===== src/include/lcm_pkg.sv =====
// constants for the line clock, pin mux and frame status register bank
package lcm_pkg;

  // register offsets on the core register port
  localparam logic [15:0] LCM_OFS_IRQ_MASK = 16'hD002;
  localparam logic [15:0] LCM_OFS_SYNC_STATUS = 16'hD003;
  localparam logic [15:0] LCM_OFS_STAT_COUNT = 16'hD004;
  localparam logic [15:0] LCM_OFS_STAT_LIMIT = 16'hD005;
  localparam logic [15:0] LCM_OFS_LCLK1_CTRL = 16'hD08B;
  localparam logic [15:0] LCM_OFS_LCLK2_CTRL = 16'hD08C;
  localparam logic [15:0] LCM_OFS_LCLK3_CTRL = 16'hD08D;
  localparam logic [15:0] LCM_OFS_PIN_MUX = 16'hD14A;

  // register width shared by all registers, reset value shared by all but the statistics counter
  localparam int LCM_REG_W = 16;
  localparam logic [15:0] LCM_RST_VAL = 16'h0000;

  // line clock control fields
  localparam int LCM_LCLK_NUM = 3;
  localparam int LCM_LCLK_RATE_LSB = 0;
  localparam int LCM_LCLK_RATE_W = 2;
  localparam int LCM_LCLK_OE_BIT = 2;
  localparam int LCM_LCLK_CTRL_W = 3;

  // rate codes for a driven line clock
  localparam logic [1:0] LCM_RATE_2M048 = 2'h0;
  localparam logic [1:0] LCM_RATE_4M096 = 2'h1;
  localparam logic [1:0] LCM_RATE_8M192 = 2'h2;
  localparam logic [1:0] LCM_RATE_16M384 = 2'h3;

  // pin mux control fields
  localparam int LCM_MUX_SUBSCR_BIT = 0;
  localparam int LCM_MUX_PCM02_BIT = 1;
  localparam int LCM_MUX_PCM13_BIT = 2;
  localparam int LCM_MUX_W = 3;

  // interrupt mask field
  localparam int LCM_IRQ_EN_BIT = 0;

  // sync status fields
  localparam int LCM_ST_BOTH_BIT = 0;
  localparam int LCM_ST_FS_BIT = 1;
  localparam int LCM_ST_SFS_BIT = 2;

  // statistics fields
  localparam int LCM_STAT_W = 8;
  localparam logic [7:0] LCM_STAT_MAX_RST = 8'h00;

endpackage : lcm_pkg


===== src/hdl/lcm_regs.sv =====
// line clock, pin mux, interrupt mask, sync status and statistics registers
`timescale 1ns/1ps
`default_nettype none

// What this block does
// line clock 1 pin is input while its enable bit is 0, driven when 1
// line clock 2 pin is input while its enable bit is 0, driven when 1
// line clock 3 pin is input while its enable bit is 0, driven when 1
// rate field picks 2.048, 4.096, 8.192 or 16.384 MHz for driven clock
// rate field has no effect while the line clock is an input
// unused bits of every register read as zero
// subscriber mux bit hands subscriber pins to hdlc channel 1 when set
// first pcm mux bit hands pcm ports 0 and 2 to channel 2
// second pcm mux bit hands pcm ports 1 and 3 to channel 3
// interrupt mask bit blocks the hdlc interrupt at 0, passes at 1
// secondary frame sync rising edge sets bit 2, core read clears it
// frame sync rising edge sets bit 1, core read clears it
// bit 0 set once both edge bits are set, core read clears it
// frame sync clears counter only if core read it since last sync
// chip reset leaves the statistics counter untouched
// core writes the 8-bit maximum count into write-only limit register
// hdlc channels 1 to 3 usable only while their mux bit is set
// sync edge in the cycle of a status read keeps its bit set
// hdlc interrupt out is channel request and mask bit together
module lcm_regs #(
  parameter int STAT_W = lcm_pkg::LCM_STAT_W // statistics counter width
) (
  input wire logic clock, // core clock, 10 MHz
  input wire logic rst, // synchronous reset, active high
  input wire logic [15:0] reg_addr, // core register address
  input wire logic reg_wr, // core write strobe, one cycle
  input wire logic reg_rd, // core read strobe, one cycle
  input wire logic [15:0] reg_wdata, // core write data
  output var logic [15:0] reg_rdata, // read data, one cycle after strobe
  output var logic reg_rvalid, // read data valid pulse
  input wire logic frame_sync, // frame sync pin, asynchronous
  input wire logic secondary_frame_sync, // secondary sync pin, asynchronous
  input wire logic hdlc_irq_req, // channel interrupt request, same clock
  input wire logic stat_event, // statistics count event, same clock
  output var logic hdlc_irq, // masked hdlc interrupt to the core
  output var logic [2:0] line_clk_oe, // line clock 3..1 pad output enables
  output var logic [5:0] line_clk_rate, // line clock 3..1 rate codes
  output var logic subscriber_pin_select, // subscriber pins to channel 1
  output var logic pcm02_pin_select, // pcm ports 0 and 2 to channel 2
  output var logic pcm13_pin_select, // pcm ports 1 and 3 to channel 3
  output var logic [2:0] generic_hdlc_channel_en, // channels 3..1 reachable
  output var logic stat_at_max // counter has reached its limit
);

  // refuse counter widths the 16-bit registers cannot hold
  if (STAT_W < 1 || STAT_W > lcm_pkg::LCM_REG_W) begin : g_bad_width
    $error("lcm_regs: STAT_W must lie between 1 and 16");
  end

  typedef struct packed {
    logic irq_en;
    logic [2:0] mux;
    logic [2:0] ch_en;
    logic sfs_seen;
    logic fs_seen;
    logic both_seen;
    logic [STAT_W-1:0] count;
    logic [STAT_W-1:0] count_max;
    logic read_since_fs;
    logic at_max;
    logic [15:0] rdata;
    logic rvalid;
    logic irq;
  } lcm_regs_st_t;

  lcm_regs_st_t st_q;
  lcm_regs_st_t st_d;

  logic fs_rise;
  logic sfs_rise;
  logic [2:0] lclk_wr;
  logic [8:0] lclk_ctl;

  // address decode for writes and reads
  logic wr_mask;
  logic wr_count;
  logic wr_limit;
  logic wr_mux;
  logic rd_status;
  logic rd_count;

  assign wr_mask = reg_wr && (reg_addr == lcm_pkg::LCM_OFS_IRQ_MASK);
  assign wr_count = reg_wr && (reg_addr == lcm_pkg::LCM_OFS_STAT_COUNT);
  assign wr_limit = reg_wr && (reg_addr == lcm_pkg::LCM_OFS_STAT_LIMIT);
  assign wr_mux = reg_wr && (reg_addr == lcm_pkg::LCM_OFS_PIN_MUX);
  assign rd_status = reg_rd && (reg_addr == lcm_pkg::LCM_OFS_SYNC_STATUS);
  assign rd_count = reg_rd && (reg_addr == lcm_pkg::LCM_OFS_STAT_COUNT);

  // line clock control writes, one strobe each
  assign lclk_wr[0] = reg_wr && (reg_addr == lcm_pkg::LCM_OFS_LCLK1_CTRL);
  assign lclk_wr[1] = reg_wr && (reg_addr == lcm_pkg::LCM_OFS_LCLK2_CTRL);
  assign lclk_wr[2] = reg_wr && (reg_addr == lcm_pkg::LCM_OFS_LCLK3_CTRL);

  // sync pins cross into the core clock before edge detection
  lcm_sync_edge u_fs_edge (
    .clock(clock),
    .rst(rst),
    .pin_in(frame_sync),
    .rise_q(fs_rise)
  );

  lcm_sync_edge u_sfs_edge (
    .clock(clock),
    .rst(rst),
    .pin_in(secondary_frame_sync),
    .rise_q(sfs_rise)
  );

  // one control register and pad steer per line clock
  for (genvar i = 0; i < lcm_pkg::LCM_LCLK_NUM; i++) begin : g_lclk
    // per-line direction control
    lcm_line_clk_ctl u_ctl (
      .clock(clock),
      .rst(rst),
      .wr_en(lclk_wr[i]),
      .wr_data(reg_wdata[lcm_pkg::LCM_LCLK_CTRL_W-1:0]),
      .ctl_q(lclk_ctl[i*3 +: 3]),
      .pad_oe_q(line_clk_oe[i]),
      .pad_rate_q(line_clk_rate[i*2 +: 2])
    );
  end

  // next-state logic for all registers of this bank except the three line clock controls
  always_comb begin
    logic fs_next;
    logic sfs_next;
    logic [STAT_W-1:0] cnt;
    fs_next = 1'b0;
    sfs_next = 1'b0;
    cnt = '0;
    st_d = st_q;

    // mask register write
    if (wr_mask) begin
      st_d.irq_en = reg_wdata[lcm_pkg::LCM_IRQ_EN_BIT];
    end

    // pin mux register write
    if (wr_mux) begin
      st_d.mux = reg_wdata[lcm_pkg::LCM_MUX_W-1:0];
    end

    // channel reach follows the mux bits
    st_d.ch_en = st_q.mux;

    // write-only maximum count
    if (wr_limit) begin
      st_d.count_max = reg_wdata[STAT_W-1:0];
    end

    // frame sync edge sets, read clears
    // an edge in the read cycle wins
    fs_next = (st_q.fs_seen && !rd_status) || fs_rise;
    // secondary sync edge sets, read clears
    sfs_next = (st_q.sfs_seen && !rd_status) || sfs_rise;
    st_d.fs_seen = fs_next;
    st_d.sfs_seen = sfs_next;
    // both bits seen together
    st_d.both_seen = (st_q.both_seen && !rd_status) || (fs_next && sfs_next);

    // counter: core write, then frame clear, then counting
    cnt = st_q.count;
    if (wr_count) begin
      cnt = reg_wdata[STAT_W-1:0];
    end else if (fs_rise && st_q.read_since_fs) begin
      // clear only after a core read
      cnt = '0;
    end else if (stat_event && (st_q.count < st_q.count_max)) begin
      // saturate at the programmed limit rather than wrap
      cnt = st_q.count + 1'b1;
    end
    st_d.count = cnt;
    st_d.at_max = (cnt == st_q.count_max);

    // a read in the sync cycle counts for the next interval
    if (rd_count) begin
      st_d.read_since_fs = 1'b1;
    end else if (fs_rise) begin
      st_d.read_since_fs = 1'b0;
    end

    // masked interrupt
    st_d.irq = hdlc_irq_req && st_q.irq_en;

    // read data, registered one cycle after the strobe
    st_d.rvalid = reg_rd;
    if (reg_rd) begin
      // unused bits and unmapped addresses read zero
      st_d.rdata = lcm_pkg::LCM_RST_VAL;
      case (reg_addr)
        lcm_pkg::LCM_OFS_IRQ_MASK: begin
          st_d.rdata[lcm_pkg::LCM_IRQ_EN_BIT] = st_q.irq_en;
        end
        lcm_pkg::LCM_OFS_SYNC_STATUS: begin
          st_d.rdata[lcm_pkg::LCM_ST_BOTH_BIT] = st_q.both_seen;
          st_d.rdata[lcm_pkg::LCM_ST_FS_BIT] = st_q.fs_seen;
          st_d.rdata[lcm_pkg::LCM_ST_SFS_BIT] = st_q.sfs_seen;
        end
        lcm_pkg::LCM_OFS_STAT_COUNT: begin
          st_d.rdata[STAT_W-1:0] = st_q.count;
        end
        lcm_pkg::LCM_OFS_LCLK1_CTRL: begin
          st_d.rdata[2:0] = lclk_ctl[2:0];
        end
        lcm_pkg::LCM_OFS_LCLK2_CTRL: begin
          st_d.rdata[2:0] = lclk_ctl[5:3];
        end
        lcm_pkg::LCM_OFS_LCLK3_CTRL: begin
          st_d.rdata[2:0] = lclk_ctl[8:6];
        end
        lcm_pkg::LCM_OFS_PIN_MUX: begin
          st_d.rdata[lcm_pkg::LCM_MUX_W-1:0] = st_q.mux;
        end
        default: begin
          // limit register is write-only and reads zero
          st_d.rdata = lcm_pkg::LCM_RST_VAL;
        end
      endcase
    end

    // chip reset clears the bank but leaves the counter as it was
    // folded in here so the flop never needs a reset branch that reads state
    if (rst) begin
      st_d = '0;
      st_d.count_max = STAT_W'(lcm_pkg::LCM_STAT_MAX_RST);
      st_d.count = st_q.count;
    end
  end

  // state register, synchronous reset already folded into the next value
  always_ff @(posedge clock) begin
    st_q <= st_d;
  end

  // outputs straight from the state register
  assign reg_rdata = st_q.rdata;
  assign reg_rvalid = st_q.rvalid;
  assign hdlc_irq = st_q.irq;
  // subscriber pins to channel 1
  assign subscriber_pin_select = st_q.mux[lcm_pkg::LCM_MUX_SUBSCR_BIT];
  // pcm 0 and 2 to channel 2
  assign pcm02_pin_select = st_q.mux[lcm_pkg::LCM_MUX_PCM02_BIT];
  // pcm 1 and 3 to channel 3
  assign pcm13_pin_select = st_q.mux[lcm_pkg::LCM_MUX_PCM13_BIT];
  assign generic_hdlc_channel_en = st_q.ch_en;
  assign stat_at_max = st_q.at_max;

endmodule : lcm_regs

`default_nettype wire


===== src/hdl/lcm_sync_edge.sv =====
// two-flop synchroniser for a pin with a registered rising-edge pulse
`timescale 1ns/1ps
`default_nettype none

module lcm_sync_edge (
  input wire logic clock, // core clock
  input wire logic rst, // synchronous reset, active high
  input wire logic pin_in, // asynchronous pin level
  output var logic rise_q // one-cycle pulse on a rising edge
);

  typedef struct packed {
    logic meta;
    logic sync;
    logic last;
    logic rise;
  } lcm_sync_st_t;

  lcm_sync_st_t st_q;
  lcm_sync_st_t st_d;

  // meta is read only by sync, the detector looks at sync and last
  always_comb begin
    st_d = st_q;
    st_d.meta = pin_in;
    st_d.sync = st_q.meta;
    st_d.last = st_q.sync;
    st_d.rise = st_q.sync & ~st_q.last;
  end

  // state register
  always_ff @(posedge clock) begin
    if (rst) begin
      st_q <= '0;
    end else begin
      st_q <= st_d;
    end
  end

  assign rise_q = st_q.rise;

endmodule : lcm_sync_edge

`default_nettype wire


===== src/hdl/lcm_line_clk_ctl.sv =====
// control register and pad steering for one line clock
`timescale 1ns/1ps
`default_nettype none

module lcm_line_clk_ctl (
  input wire logic clock, // core clock
  input wire logic rst, // synchronous reset, active high
  input wire logic wr_en, // write strobe for this register
  input wire logic [2:0] wr_data, // output enable and rate bits
  output var logic [2:0] ctl_q, // stored register bits
  output var logic pad_oe_q, // high while the pin is driven
  output var logic [1:0] pad_rate_q // rate handed to the clock pad
);

  typedef struct packed {
    logic [2:0] ctl;
    logic oe;
    logic [1:0] rate;
  } lcm_lclk_st_t;

  lcm_lclk_st_t st_q;
  lcm_lclk_st_t st_d;

  // register update and pad steering
  always_comb begin
    st_d = st_q;
    if (wr_en) begin
      st_d.ctl = wr_data;
    end
    // pin direction from enable
    st_d.oe = st_q.ctl[lcm_pkg::LCM_LCLK_OE_BIT];
    // rate ignored when input
    if (st_q.ctl[lcm_pkg::LCM_LCLK_OE_BIT]) begin
      // rate code selection
      st_d.rate = st_q.ctl[lcm_pkg::LCM_LCLK_RATE_LSB +: lcm_pkg::LCM_LCLK_RATE_W];
    end else begin
      st_d.rate = lcm_pkg::LCM_RATE_2M048;
    end
  end

  // state register, all fields return to zero
  always_ff @(posedge clock) begin
    if (rst) begin
      st_q <= '0;
    end else begin
      st_q <= st_d;
    end
  end

  assign ctl_q = st_q.ctl;
  assign pad_oe_q = st_q.oe;
  assign pad_rate_q = st_q.rate;

endmodule : lcm_line_clk_ctl

`default_nettype wire


===== config.mk =====
export PLATFORM = sky130hd
export DESIGN_NAME = lcm_regs
export DESIGN_NICKNAME = d
export VERILOG_FILES = /design/src/include/lcm_pkg.sv /design/src/hdl/lcm_regs.sv /design/src/hdl/lcm_sync_edge.sv /design/src/hdl/lcm_line_clk_ctl.sv
export SDC_FILE = /design/constraint.sdc
export NUM_CORES = 1
export LEC_CHECK = 0
export BUFFER_PORTS_ARGS = -buffer_cell sky130_fd_sc_hd__clkbuf_2
export CORE_MARGIN = 4
export CORE_UTILIZATION = 28
export CTS_CLUSTER_SIZE = 16
export DETAILED_ROUTE_END_ITERATION = 8
export SLEW_MARGIN = 15
export SYNTH_ARGS = -nofsm -noshare
export SYNTH_HDL_FRONTEND = slang
export SYNTH_HIERARCHICAL = 1
export SYNTH_SLANG_ARGS = --single-unit

===== constraint.sdc =====
create_clock -name clock -period 5.05 [get_ports clock]
set_input_delay 0.505 -clock clock [delete_from_list [all_inputs] [get_ports clock]]
set_output_delay 0.505 -clock clock [all_outputs]
set_load 0.01 [all_outputs]

==> impl_metrics.env, run 1 <==
export IMPL_status="finished clean"
export IMPL_ys_top_cells_by_count="dfxtp_1, nor2_1, nand2_1"
export IMPL_numCtsBuffers=9
export IMPL_area_growth_pct=17.7
export IMPL_vias_per_cell=4.84
export IMPL_rsz0062_at_grt="false"
export IMPL_leakage_nw=1.49
export IMPL_synth_top_area_share=0.344
export IMPL_htree_levels=3
export IMPL_hold_ws_ns=0.377
export IMPL_ir_drop_mv=0.168
export IMPL_yosysMostFrequentCell="dfxtp_1"
export IMPL_cellPowerDensity_nw_per_um2=328
export IMPL_startpoint_type="register"
export IMPL_worstSkewPairLatency_ns=0.34
export IMPL_slew_violations=0
export IMPL_gr_usage_all_layers=0.126
export IMPL_vias=2652
export IMPL_cp_startpoint="st_q[24]$_SDFFE_PP0P_"
export IMPL_dieWidth_um=116
export IMPL_synth_seq_area_share=0.418
export IMPL_yosys_warnings=6
export IMPL_slew_headroom=0.392
export IMPL_drt_iter0_drc=129
export IMPL_numPortBuffers=57
export IMPL_synthFlopType="dfxtp_1"
export IMPL_end_kind="register"
export IMPL_hold_class="in2reg"
export IMPL_postSynthAreaPerCell_um2=9.10
export IMPL_hpwl_um=5920
export IMPL_grt_antenna_before_repair=0
export IMPL_setup_violations=0
export IMPL_ant_nets=0
export IMPL_fmax_mhz=341
export IMPL_required_ns=5.32
export IMPL_cts_resized=0
export IMPL_drc=0
export IMPL_die_y_um=116
export IMPL_min_from="frame_sync"
export IMPL_worstPathArrival_ns=3.21
export IMPL_die_area_um2=13400
export IMPL_n_fill_cell=1205
export IMPL_hold_viol=0
export IMPL_wl_per_cell_um=14.5
export IMPL_drt_wl_total_um=7930
export IMPL_firstDrtPassIters=4
export IMPL_setup_tns_ns=0
export IMPL_cts_path_max_buffers=2
export IMPL_finClkSkew_ns=0.00947
export IMPL_cts_sinks=64
export IMPL_grt_pass1_vias=2681
export IMPL_fin_crit_sh=0.581
export IMPL_layout_drive_gt1_share=0.232
export IMPL_critPathMaxFanout=9
export IMPL_r2r_start="st_q[24]$_SDFFE_PP0P_"
export IMPL_initial_core_util=0.285
export IMPL_final_util=0.336
export IMPL_cts_root_buf="clkbuf_16"
export IMPL_synth_area_um2=3260
export IMPL_multi_input_area_um2=1660
export IMPL_nets=448
export IMPL_yosys_area_top_type="dfxtp_1"
export IMPL_grt_pass1_wl_um=13100
export IMPL_ctsHoldBuffers=0
export IMPL_synth_cell_types=64
export IMPL_num_io_pins=74
export IMPL_post_cts_setup_buffers=0
export IMPL_core_um2=11400
export IMPL_cts_tree="done"
export IMPL_reg2reg_slack_ns=2.12
export IMPL_drv_cap=0
export IMPL_final_seq_area_um2=1360
export IMPL_worst_pin_slew_ns=0.909
export IMPL_postSynthCellCount=358
export IMPL_grt_max_degree=51
export IMPL_globalplace_congestion=0.870
export IMPL_total_power_mw=1.26
export IMPL_synthArstFlopShare=0
export IMPL_path_class="reg2reg"
export IMPL_synth_seq_cells=64
export IMPL_clkSlewWorstSetupHoldPaths_ns=0.06
export IMPL_antenna_cells=0
export IMPL_synth_top_cells_by_area="dfxtp_1, edfxtp_1, nor2_1"
export IMPL_synth_edff_count=8
export IMPL_rows=39
export IMPL_grt_overflow_total=0
export IMPL_finalCriticalPeriod_ns=2.93
==> worst paths after layout <==
kind / cells after the start / endpoint
worst max-delay path: 10 / stat_at_max$_SDFF_PP0_
worst min-delay path: 2 / u_fs_edge/st_d[2]$_SDFF_PP0_
worst max register to register: 10 / stat_at_max$_SDFF_PP0_
worst min register to register: 1 / u_sfs_edge/rise_q$_SDFF_PP0_
==> stage by stage <==
stage	cell area, µm²	cells	worst slack [ns]
floorplan	3290	365	2.62
global placement	3530	532	2.26
detailed placement	3530	532	2.17
CTS	3830	548	2.14
global route	3830	548	1.90
finish	3830	548	2.12
==> power breakdown <==
part | leakage, nW | switching [mW] | total [mW] | internal, mW
Clock | 0.143 | 0.245 | 0.631 | 0.386
Combinational | 0.813 | 0.0527 | 0.0869 | 0.0343
Sequential | 0.531 | 0.0130 | 0.540 | 0.527
Total | 1.49 | 0.310 | 1.26 | 0.947
==> per-layer routing <==
metal | wire length (µm) | track usage | share of wire
met1 | 3420 | 0.157 | 0.43
met2 | 3660 | 0.197 | 0.46
met3 | 594 | 0.0277 | 0.075
met4 | 261 | 0.0797 | 0.033
met5 | 0 | 0 | 0
==> cell usage in the layout (no fill, tap or decap), types with 3 or more instances in the layout <==
cell / synthesis / final
nand4_1: 6 / 6
clkbuf_2: 0 / 57
nor2_1: 50 / 50
clkbuf_16: 0 / 9
a221oi_1: 6 / 6
xor2_1: 5 / 5
nor2b_2: 4 / 4
inv_1: 10 / 10
nor2b_1: 19 / 19
and3_1: 5 / 5
ha_1: 8 / 8
a21oi_1: 21 / 21
o21ai_0: 9 / 9
xnor2_1: 3 / 3
mux2i_1: 14 / 14
dfxtp_1: 56 / 56
a32oi_1: 4 / 4
nand2_1: 25 / 25
inv_6: 0 / 3
nand3_1: 8 / 8
conb_1: 1 / 8
mux2_2: 3 / 3
edfxtp_1: 8 / 8
and2_1: 8 / 8
a311oi_1: 3 / 3
==> flip-flops by register name, indices dropped and copies added (netlist names) <==
register	flops
u_sfs_edge/st_q	1
subscriber_pin_select	1
u_fs_edge/st_d	2
pcm13_pin_select	1
u_fs_edge/st_q	1
u_sfs_edge/rise_q	1
generic_hdlc_channel_en	3
u_sfs_edge/st_d	2
u_fs_edge/rise_q	1
st_q	21
reg_rvalid	1
g_lclk.u_ctl/ctl_q	9
g_lclk.u_ctl/pad_rate_q	6
pcm02_pin_select	1
hdlc_irq	1
stat_at_max	1
reg_rdata	8
g_lclk.u_ctl/pad_oe_q	3
==> critical path, cell delays in order (launching register included) <==
cell,delay [ns]
dfxtp_1,0.45
inv_1,0.10
ha_1,0.31
and4_1,0.23
a21oi_1,0.20
o211a_1,0.36
nand2_1,0.17
a311o_1,0.35
a211oi_2,0.20
nor4bb_1,0.25
o2111a_1,0.24
==> cell families after synthesis <==
logic type	share of synthesized area
AOI/OAI and AO/OA	0.145
xor gates and xnor gates	0.0215
adders and majority gates	0.0307
buffers and inverters	0.0825
DFF	0.418
muxes	0.0534
other	0.00115
and+or+nand+nor	0.248
==> cell type report <==
class / count / area share
Timing Repair Buffer: 58 / 0.0763
Clock buffer: 9 / 0.0587
Inverter: 12 / 0.0117
Clock inverter: 7 / 0.0199
Multi-Input combinational cell: 255 / 0.432
Sequential cell: 64 / 0.355
Tap cell: 143 / 0.0467
(Power assumes the default switching activity.)
==> inputs of run 2 (changes only) <==
==> constraint.sdc (replaced) <==
create_clock -name clock -period 2.5 [get_ports clock]
set_input_delay 0.25 -clock clock [delete_from_list [all_inputs] [get_ports clock]]
set_output_delay 0.25 -clock clock [all_outputs]
set_load 0.01 [all_outputs]
==> impl_metrics.env, run 2 (same netlist as run 1, synthesis figures left out) <==
export IMPL_core_um2=11400
export IMPL_globalplace_congestion=0.910
export IMPL_gr_usage_all_layers=0.136
export IMPL_mostFrequentLayoutCell="clkbuf_2"
export IMPL_initial_core_util=0.285
export IMPL_instances_no_fill=586
export IMPL_firstDrtPassIters=4
export IMPL_wl_per_cell_um=15.1
export IMPL_path_class="reg2reg"
export IMPL_final_cell_mix="clkbuf_2, dfxtp_1, nor2_1"
export IMPL_clkSlewWorstSetupHoldPaths_ns=0.06
export IMPL_rows=39
export IMPL_numCtsBuffers=9
export IMPL_finClkSkew_ns=0.00505
export IMPL_fmax_mhz=413
export IMPL_min_path_cells=2
export IMPL_numPortBuffers=57
export IMPL_largest_reg_flops=21
export IMPL_slew_violations=0
export IMPL_critPathMaxFanout=5
export IMPL_worst_r2r_path_depth=9
export IMPL_dieWidth_um=116
export IMPL_leakage_nw=1.69
export IMPL_vias=2800
export IMPL_ant_nets=0
export IMPL_die_y_um=116
export IMPL_total_power_mw=2.58
export IMPL_ir_drop_mv=0.282
export IMPL_htree_levels=3
export IMPL_num_io_pins=74
export IMPL_cellPowerDensity_nw_per_um2=609
export IMPL_cts_root_buf="clkbuf_16"
export IMPL_dp_cells=567
export IMPL_drt_iter0_drc=158
export IMPL_worstPathArrival_ns=2.70
export IMPL_grt_pass1_wl_um=14000
export IMPL_largest_register="st_q"
export IMPL_grt_overflow_total=0
export IMPL_drt_wl_total_um=8840
export IMPL_hold_class="in2reg"
export IMPL_cts_tree="done"
export IMPL_cts_sinks=64
export IMPL_n_fill_cell=1173
export IMPL_hold_viol=0
export IMPL_setup_violations=0
export IMPL_drc=0
export IMPL_vias_per_cell=4.78
export IMPL_worst_pin_slew_ns=0.552
export IMPL_cts_path_max_buffers=2
export IMPL_grt_max_degree=49
export IMPL_final_util=0.370
export IMPL_nets=486
export IMPL_die_area_um2=13400
export IMPL_grt_pass1_vias=2782
export IMPL_area_growth_pct=29.8
export IMPL_end_kind="register"
export IMPL_setup_tns_ns=0
export IMPL_worstSkewPairLatency_ns=0.33
export IMPL_fin_crit_sh=0.968
export IMPL_slew_headroom=0.631
export IMPL_drv_cap=0
export IMPL_status="finished clean"
export IMPL_hpwl_um=6470
export IMPL_antenna_cells=0
export IMPL_hold_ws_ns=0.129
export IMPL_finalCriticalPeriod_ns=2.42
export IMPL_grt_antenna_before_repair=0
export IMPL_startpoint_type="register"
export IMPL_required_ns=2.77
export IMPL_layout_drive_gt1_share=0.336
## run 2: cell types whose count changed in the layout (fill, tap and decap cells not counted), sizes merged
cell and delta:
buf +38, bufinv -1, clkbuf +2, clkinv +1, clkinvlp -1, inv -1
## run 2: layout make-up
cell class                 count  area, µm²  area share
tap                          143        179      0.0423
clock inverter                 5       36.3     0.00858
inverter                      12       45.0      0.0106
sequential                    64       1360       0.322
multi-input combinational    255       1760       0.416
clock buffer                  11        264      0.0624
timing repair buffer          96        582       0.138
## run 2: power by group
group	internal, mW	switching, mW	total (mW)	leakage, nW
sequential	1.06	0.0112	1.07	0.532
clock	0.762	0.482	1.24	0.148
combinational	0.114	0.145	0.259	1.01
## run 2: final timing paths
check	end	start	slack (ns)
worst max register to register	stat_at_max$_SDFF_PP0_	st_q[33]$_DFFE_PN_	0.08
worst max-delay path	stat_at_max$_SDFF_PP0_	st_q[33]$_DFFE_PN_	0.08
worst min register to register	u_sfs_edge/rise_q$_SDFF_PP0_	u_sfs_edge/st_q[1]$_SDFF_PP0_	0.40
worst min-delay path	u_fs_edge/st_d[2]$_SDFF_PP0_	frame_sync	0.13
## run 2: through the flow
stage	worst slack (ns)	instance area, µm²
6_report	0.0791	4230
3_3_place_gp	-0.00923	3800
3_5_place_dp	-0.0166	3800
2_1_floorplan	0.0853	3290
5_1_grt	-0.0185	4230
4_1_cts	0.00297	4140
## run 2: routing by layer
layer | share of wire | vias to the layer above | global-route usage
met2 | 0.48 | 79 | 0.215
li1 | - | 1401 | -
met3 | 0.059 | 10 | 0.0376
met1 | 0.44 | 1310 | 0.173
met5 | 0 | - | 0
met4 | 0.017 | 0 | 0.0572
## run 2: worst max-delay path, cell delays in order (launching register included)
cell and delay, ns:
edfxtp_1 0.43, ha_4 0.24, a211o_1 0.25, o211ai_1 0.14, o211a_4 0.24, nand2_1 0.09, a311o_1 0.33, a211oi_2 0.22
nor4bb_2 0.23, o2111a_1 0.20
## run 2: repair_timing
item | 4_1_cts | 5_1_grt
setup buffers | 2 | 1
gates resized for setup | 4 | 15
setup endpoints to repair | 1 | 1
pin swaps | 4 | 10
hold buffers | 0 | 0
==> inputs of run 3 (changes only) <==
--- a/config.mk
+++ b/config.mk
@@ -13,5 +13,4 @@
 export SLEW_MARGIN = 15
 export SYNTH_ARGS = -nofsm -noshare
 export SYNTH_HDL_FRONTEND = slang
-export SYNTH_HIERARCHICAL = 1
 export SYNTH_SLANG_ARGS = --single-unit
==> impl_metrics.env, run 3 <==
export IMPL_worst_path_stages=10
export IMPL_postSynthAreaPerCell_um2=8.80
export IMPL_ys_top_cells_by_count="dfxtp_1, nand2_1, nor2_1"
export IMPL_numCtsBuffers=9
export IMPL_hold_ws_ns=0.148
export IMPL_gr_usage_all_layers=0.125
export IMPL_hold_viol=0
export IMPL_synthArstFlopShare=0
export IMPL_worst_r2r_path_depth=10
export IMPL_cellPowerDensity_nw_per_um2=589
export IMPL_path_cells="ha_4 -> and3_4 -> and3_4 -> nand2_2 -> buf_4 -> and3_1 -> o21a_1 -> a211oi_2 -> a211oi_2 -> nor4_2"
export IMPL_largest_reg_flops=21
export IMPL_final_cell_mix="clkbuf_2, dfxtp_1, nand2_1"
export IMPL_numPortBuffers=57
export IMPL_die_area_um2=13500
export IMPL_required_ns=2.73
export IMPL_vias=2800
export IMPL_dp_slack_ns=-0.0759
export IMPL_drt_iter0_drc=262
export IMPL_die_y_um=116
export IMPL_cts_tree="done"
export IMPL_rows=39
export IMPL_core_um2=11500
export IMPL_slew_headroom=0.653
export IMPL_htree_levels=3
export IMPL_postSynthCellCount=373
export IMPL_area_growth_pct=26.8
export IMPL_grt_overflow_total=0
export IMPL_min_path_cells=2
export IMPL_cts_path_max_buffers=2
export IMPL_critPathMaxFanout=9
export IMPL_hpwl_um=6300
export IMPL_grt_pass1_vias=2689
export IMPL_grt_pass1_wl_um=13300
export IMPL_dp_cells=566
export IMPL_ir_drop_mv=0.327
export IMPL_ctsHoldBuffers=0
export IMPL_critPathTopFamily="simple AND/OR/NAND/NOR gates"
export IMPL_instances_no_fill=585
export IMPL_synth_cell_types=59
export IMPL_cp_buffers_inverters=1
export IMPL_leakage_nw=1.69
export IMPL_grt_antenna_before_repair=0
export IMPL_worst_pin_slew_ns=0.520
export IMPL_wl_per_cell_um=14.3
export IMPL_yosys_warnings=0
export IMPL_synth_top_cells_by_area="dfxtp_1, edfxtp_1, buf_4"
export IMPL_synth_area_um2=3280
export IMPL_setup_violations=0
export IMPL_fin_crit_sh=0.971
export IMPL_finalCriticalPeriod_ns=2.43
export IMPL_setup_slack_ns=0.0717
export IMPL_synth_seq_cells=64
export IMPL_mostFrequentLayoutCell="clkbuf_2"
export IMPL_cts_root_buf="clkbuf_16"
export IMPL_dieWidth_um=116
export IMPL_largest_register="st_q"
export IMPL_grt_max_degree=48
export IMPL_worstSkewPairLatency_ns=0.32
export IMPL_hold_class="in2reg"
export IMPL_synth_edff_count=8
export IMPL_nets=486
export IMPL_initial_core_util=0.286
export IMPL_path_class="reg2reg"
export IMPL_finClkSkew_ns=0.00878
export IMPL_globalplace_congestion=0.843
export IMPL_worstPathArrival_ns=2.66
export IMPL_ant_nets=0
export IMPL_synth_top_area_share=0.342
export IMPL_end_kind="register"
export IMPL_synth_seq_area_share=0.415
export IMPL_drt_wl_total_um=8390
export IMPL_layout_drive_gt1_share=0.299
export IMPL_drc=0
export IMPL_cpPeakStageDelay_ns=0.43
export IMPL_crit_slowest_cell="edfxtp_1"
export IMPL_cts_sinks=64
export IMPL_vias_per_cell=4.79
export IMPL_status="finished clean"
export IMPL_yosys_area_top_type="dfxtp_1"
export IMPL_firstDrtPassIters=4
export IMPL_drv_cap=0
export IMPL_synthFlopType="dfxtp_1"
export IMPL_num_io_pins=74
export IMPL_slew_violations=0
export IMPL_antenna_cells=0
export IMPL_fmax_mhz=412
export IMPL_startpoint_type="register"
export IMPL_total_power_mw=2.45
export IMPL_rsz0062_at_grt="true"
export IMPL_clkSlewWorstSetupHoldPaths_ns=0.05
export IMPL_yosysMostFrequentCell="dfxtp_1"
[run 3: changes by cell type after synthesis, moves of 4 or more]
cell / before / now
nor3_1: 2 / 6
nand4_1: 6 / 2
a21oi_1: 21 / 25
nor2b_2: 4 / 0
nand2_1: 25 / 36
nor2_1: 50 / 32
a221oi_1: 6 / 2
nand3_1: 8 / 21
or4_1: 0 / 4
nand2b_1: 1 / 9
a222oi_1: 1 / 5
[run 3: cells by family after synthesis]
group,after synthesis,share of synthesized area
adder cells (fa/ha/maj),8,0.0305
AO/OA/AOI/OAI,61,0.125
AND/OR/NAND/NOR,164,0.270
buffers and inverters,48,0.0809
other,1,0.00114
XOR/XNOR,12,0.0320
multiplexers,15,0.0458
flip-flops,64,0.415
[run 3: stage by stage]
stage               area [µm²]   util  TNS, ns
floorplan                 3310      -        0
global route              4160  0.363  -0.0735
global placement          3720  0.325        0
CTS                       4040  0.352        0
detailed placement        3720  0.325  -0.0759
finish                    4160  0.363        0
[run 3: layout make-up]
class	instances	area, µm²
timing repair buffer	85	497
tap	143	179
inverter	10	37.5
multi-input combinational	268	1810
sequential	64	1360
clock buffer	10	250
fill	1147	7310
clock inverter	5	30.0
[run 3: repair_timing]
item	4_1_cts	5_1_grt
resized for setup	4	20
setup buffers	1	2
cloned	0	1
setup endpoints to repair	1	1
pin swaps	3	11
[run 3: path summary, 6_finish.rpt]
check | to | slack (ns) | startpoint
setup / recovery | stat_at_max$_SDFF_PP0_ | 0.07 | st_q[34]$_DFFE_PN_
hold / removal | u_sfs_edge.st_d[2]$_SDFF_PP0_ | 0.15 | secondary_frame_sync
setup reg to reg | stat_at_max$_SDFF_PP0_ | 0.07 | st_q[34]$_DFFE_PN_
hold reg to reg | u_fs_edge.rise_q$_SDFF_PP0_ | 0.38 | u_fs_edge.st_q[1]$_SDFF_PP0_
[run 3: worst register-to-register path: stages (launching register included)]
cell	delay, ns
edfxtp_1	0.43
ha_4	0.30
and3_4	0.20
and3_4	0.21
nand2_2	0.09
buf_4	0.18
and3_1	0.16
o21a_1	0.23
a211oi_2	0.19
a211oi_2	0.11
nor4_2	0.24
[run 3: metal layers]
layer | track usage | up-vias | wire (µm)
met2 | 0.195 | 86 | 3850
met4 | 0.0425 | 0 | 138
met3 | 0.0295 | 9 | 438
met1 | 0.169 | 1295 | 3970
li1 | - | 1410 | -
met5 | 0 | - | 0
[run 3: power breakdown]
group          leakage (nW)  internal (mW)  switching [mW]
Clock                 0.144          0.721           0.433
Sequential            0.532           1.06          0.0119
Combinational          1.01         0.0945           0.129
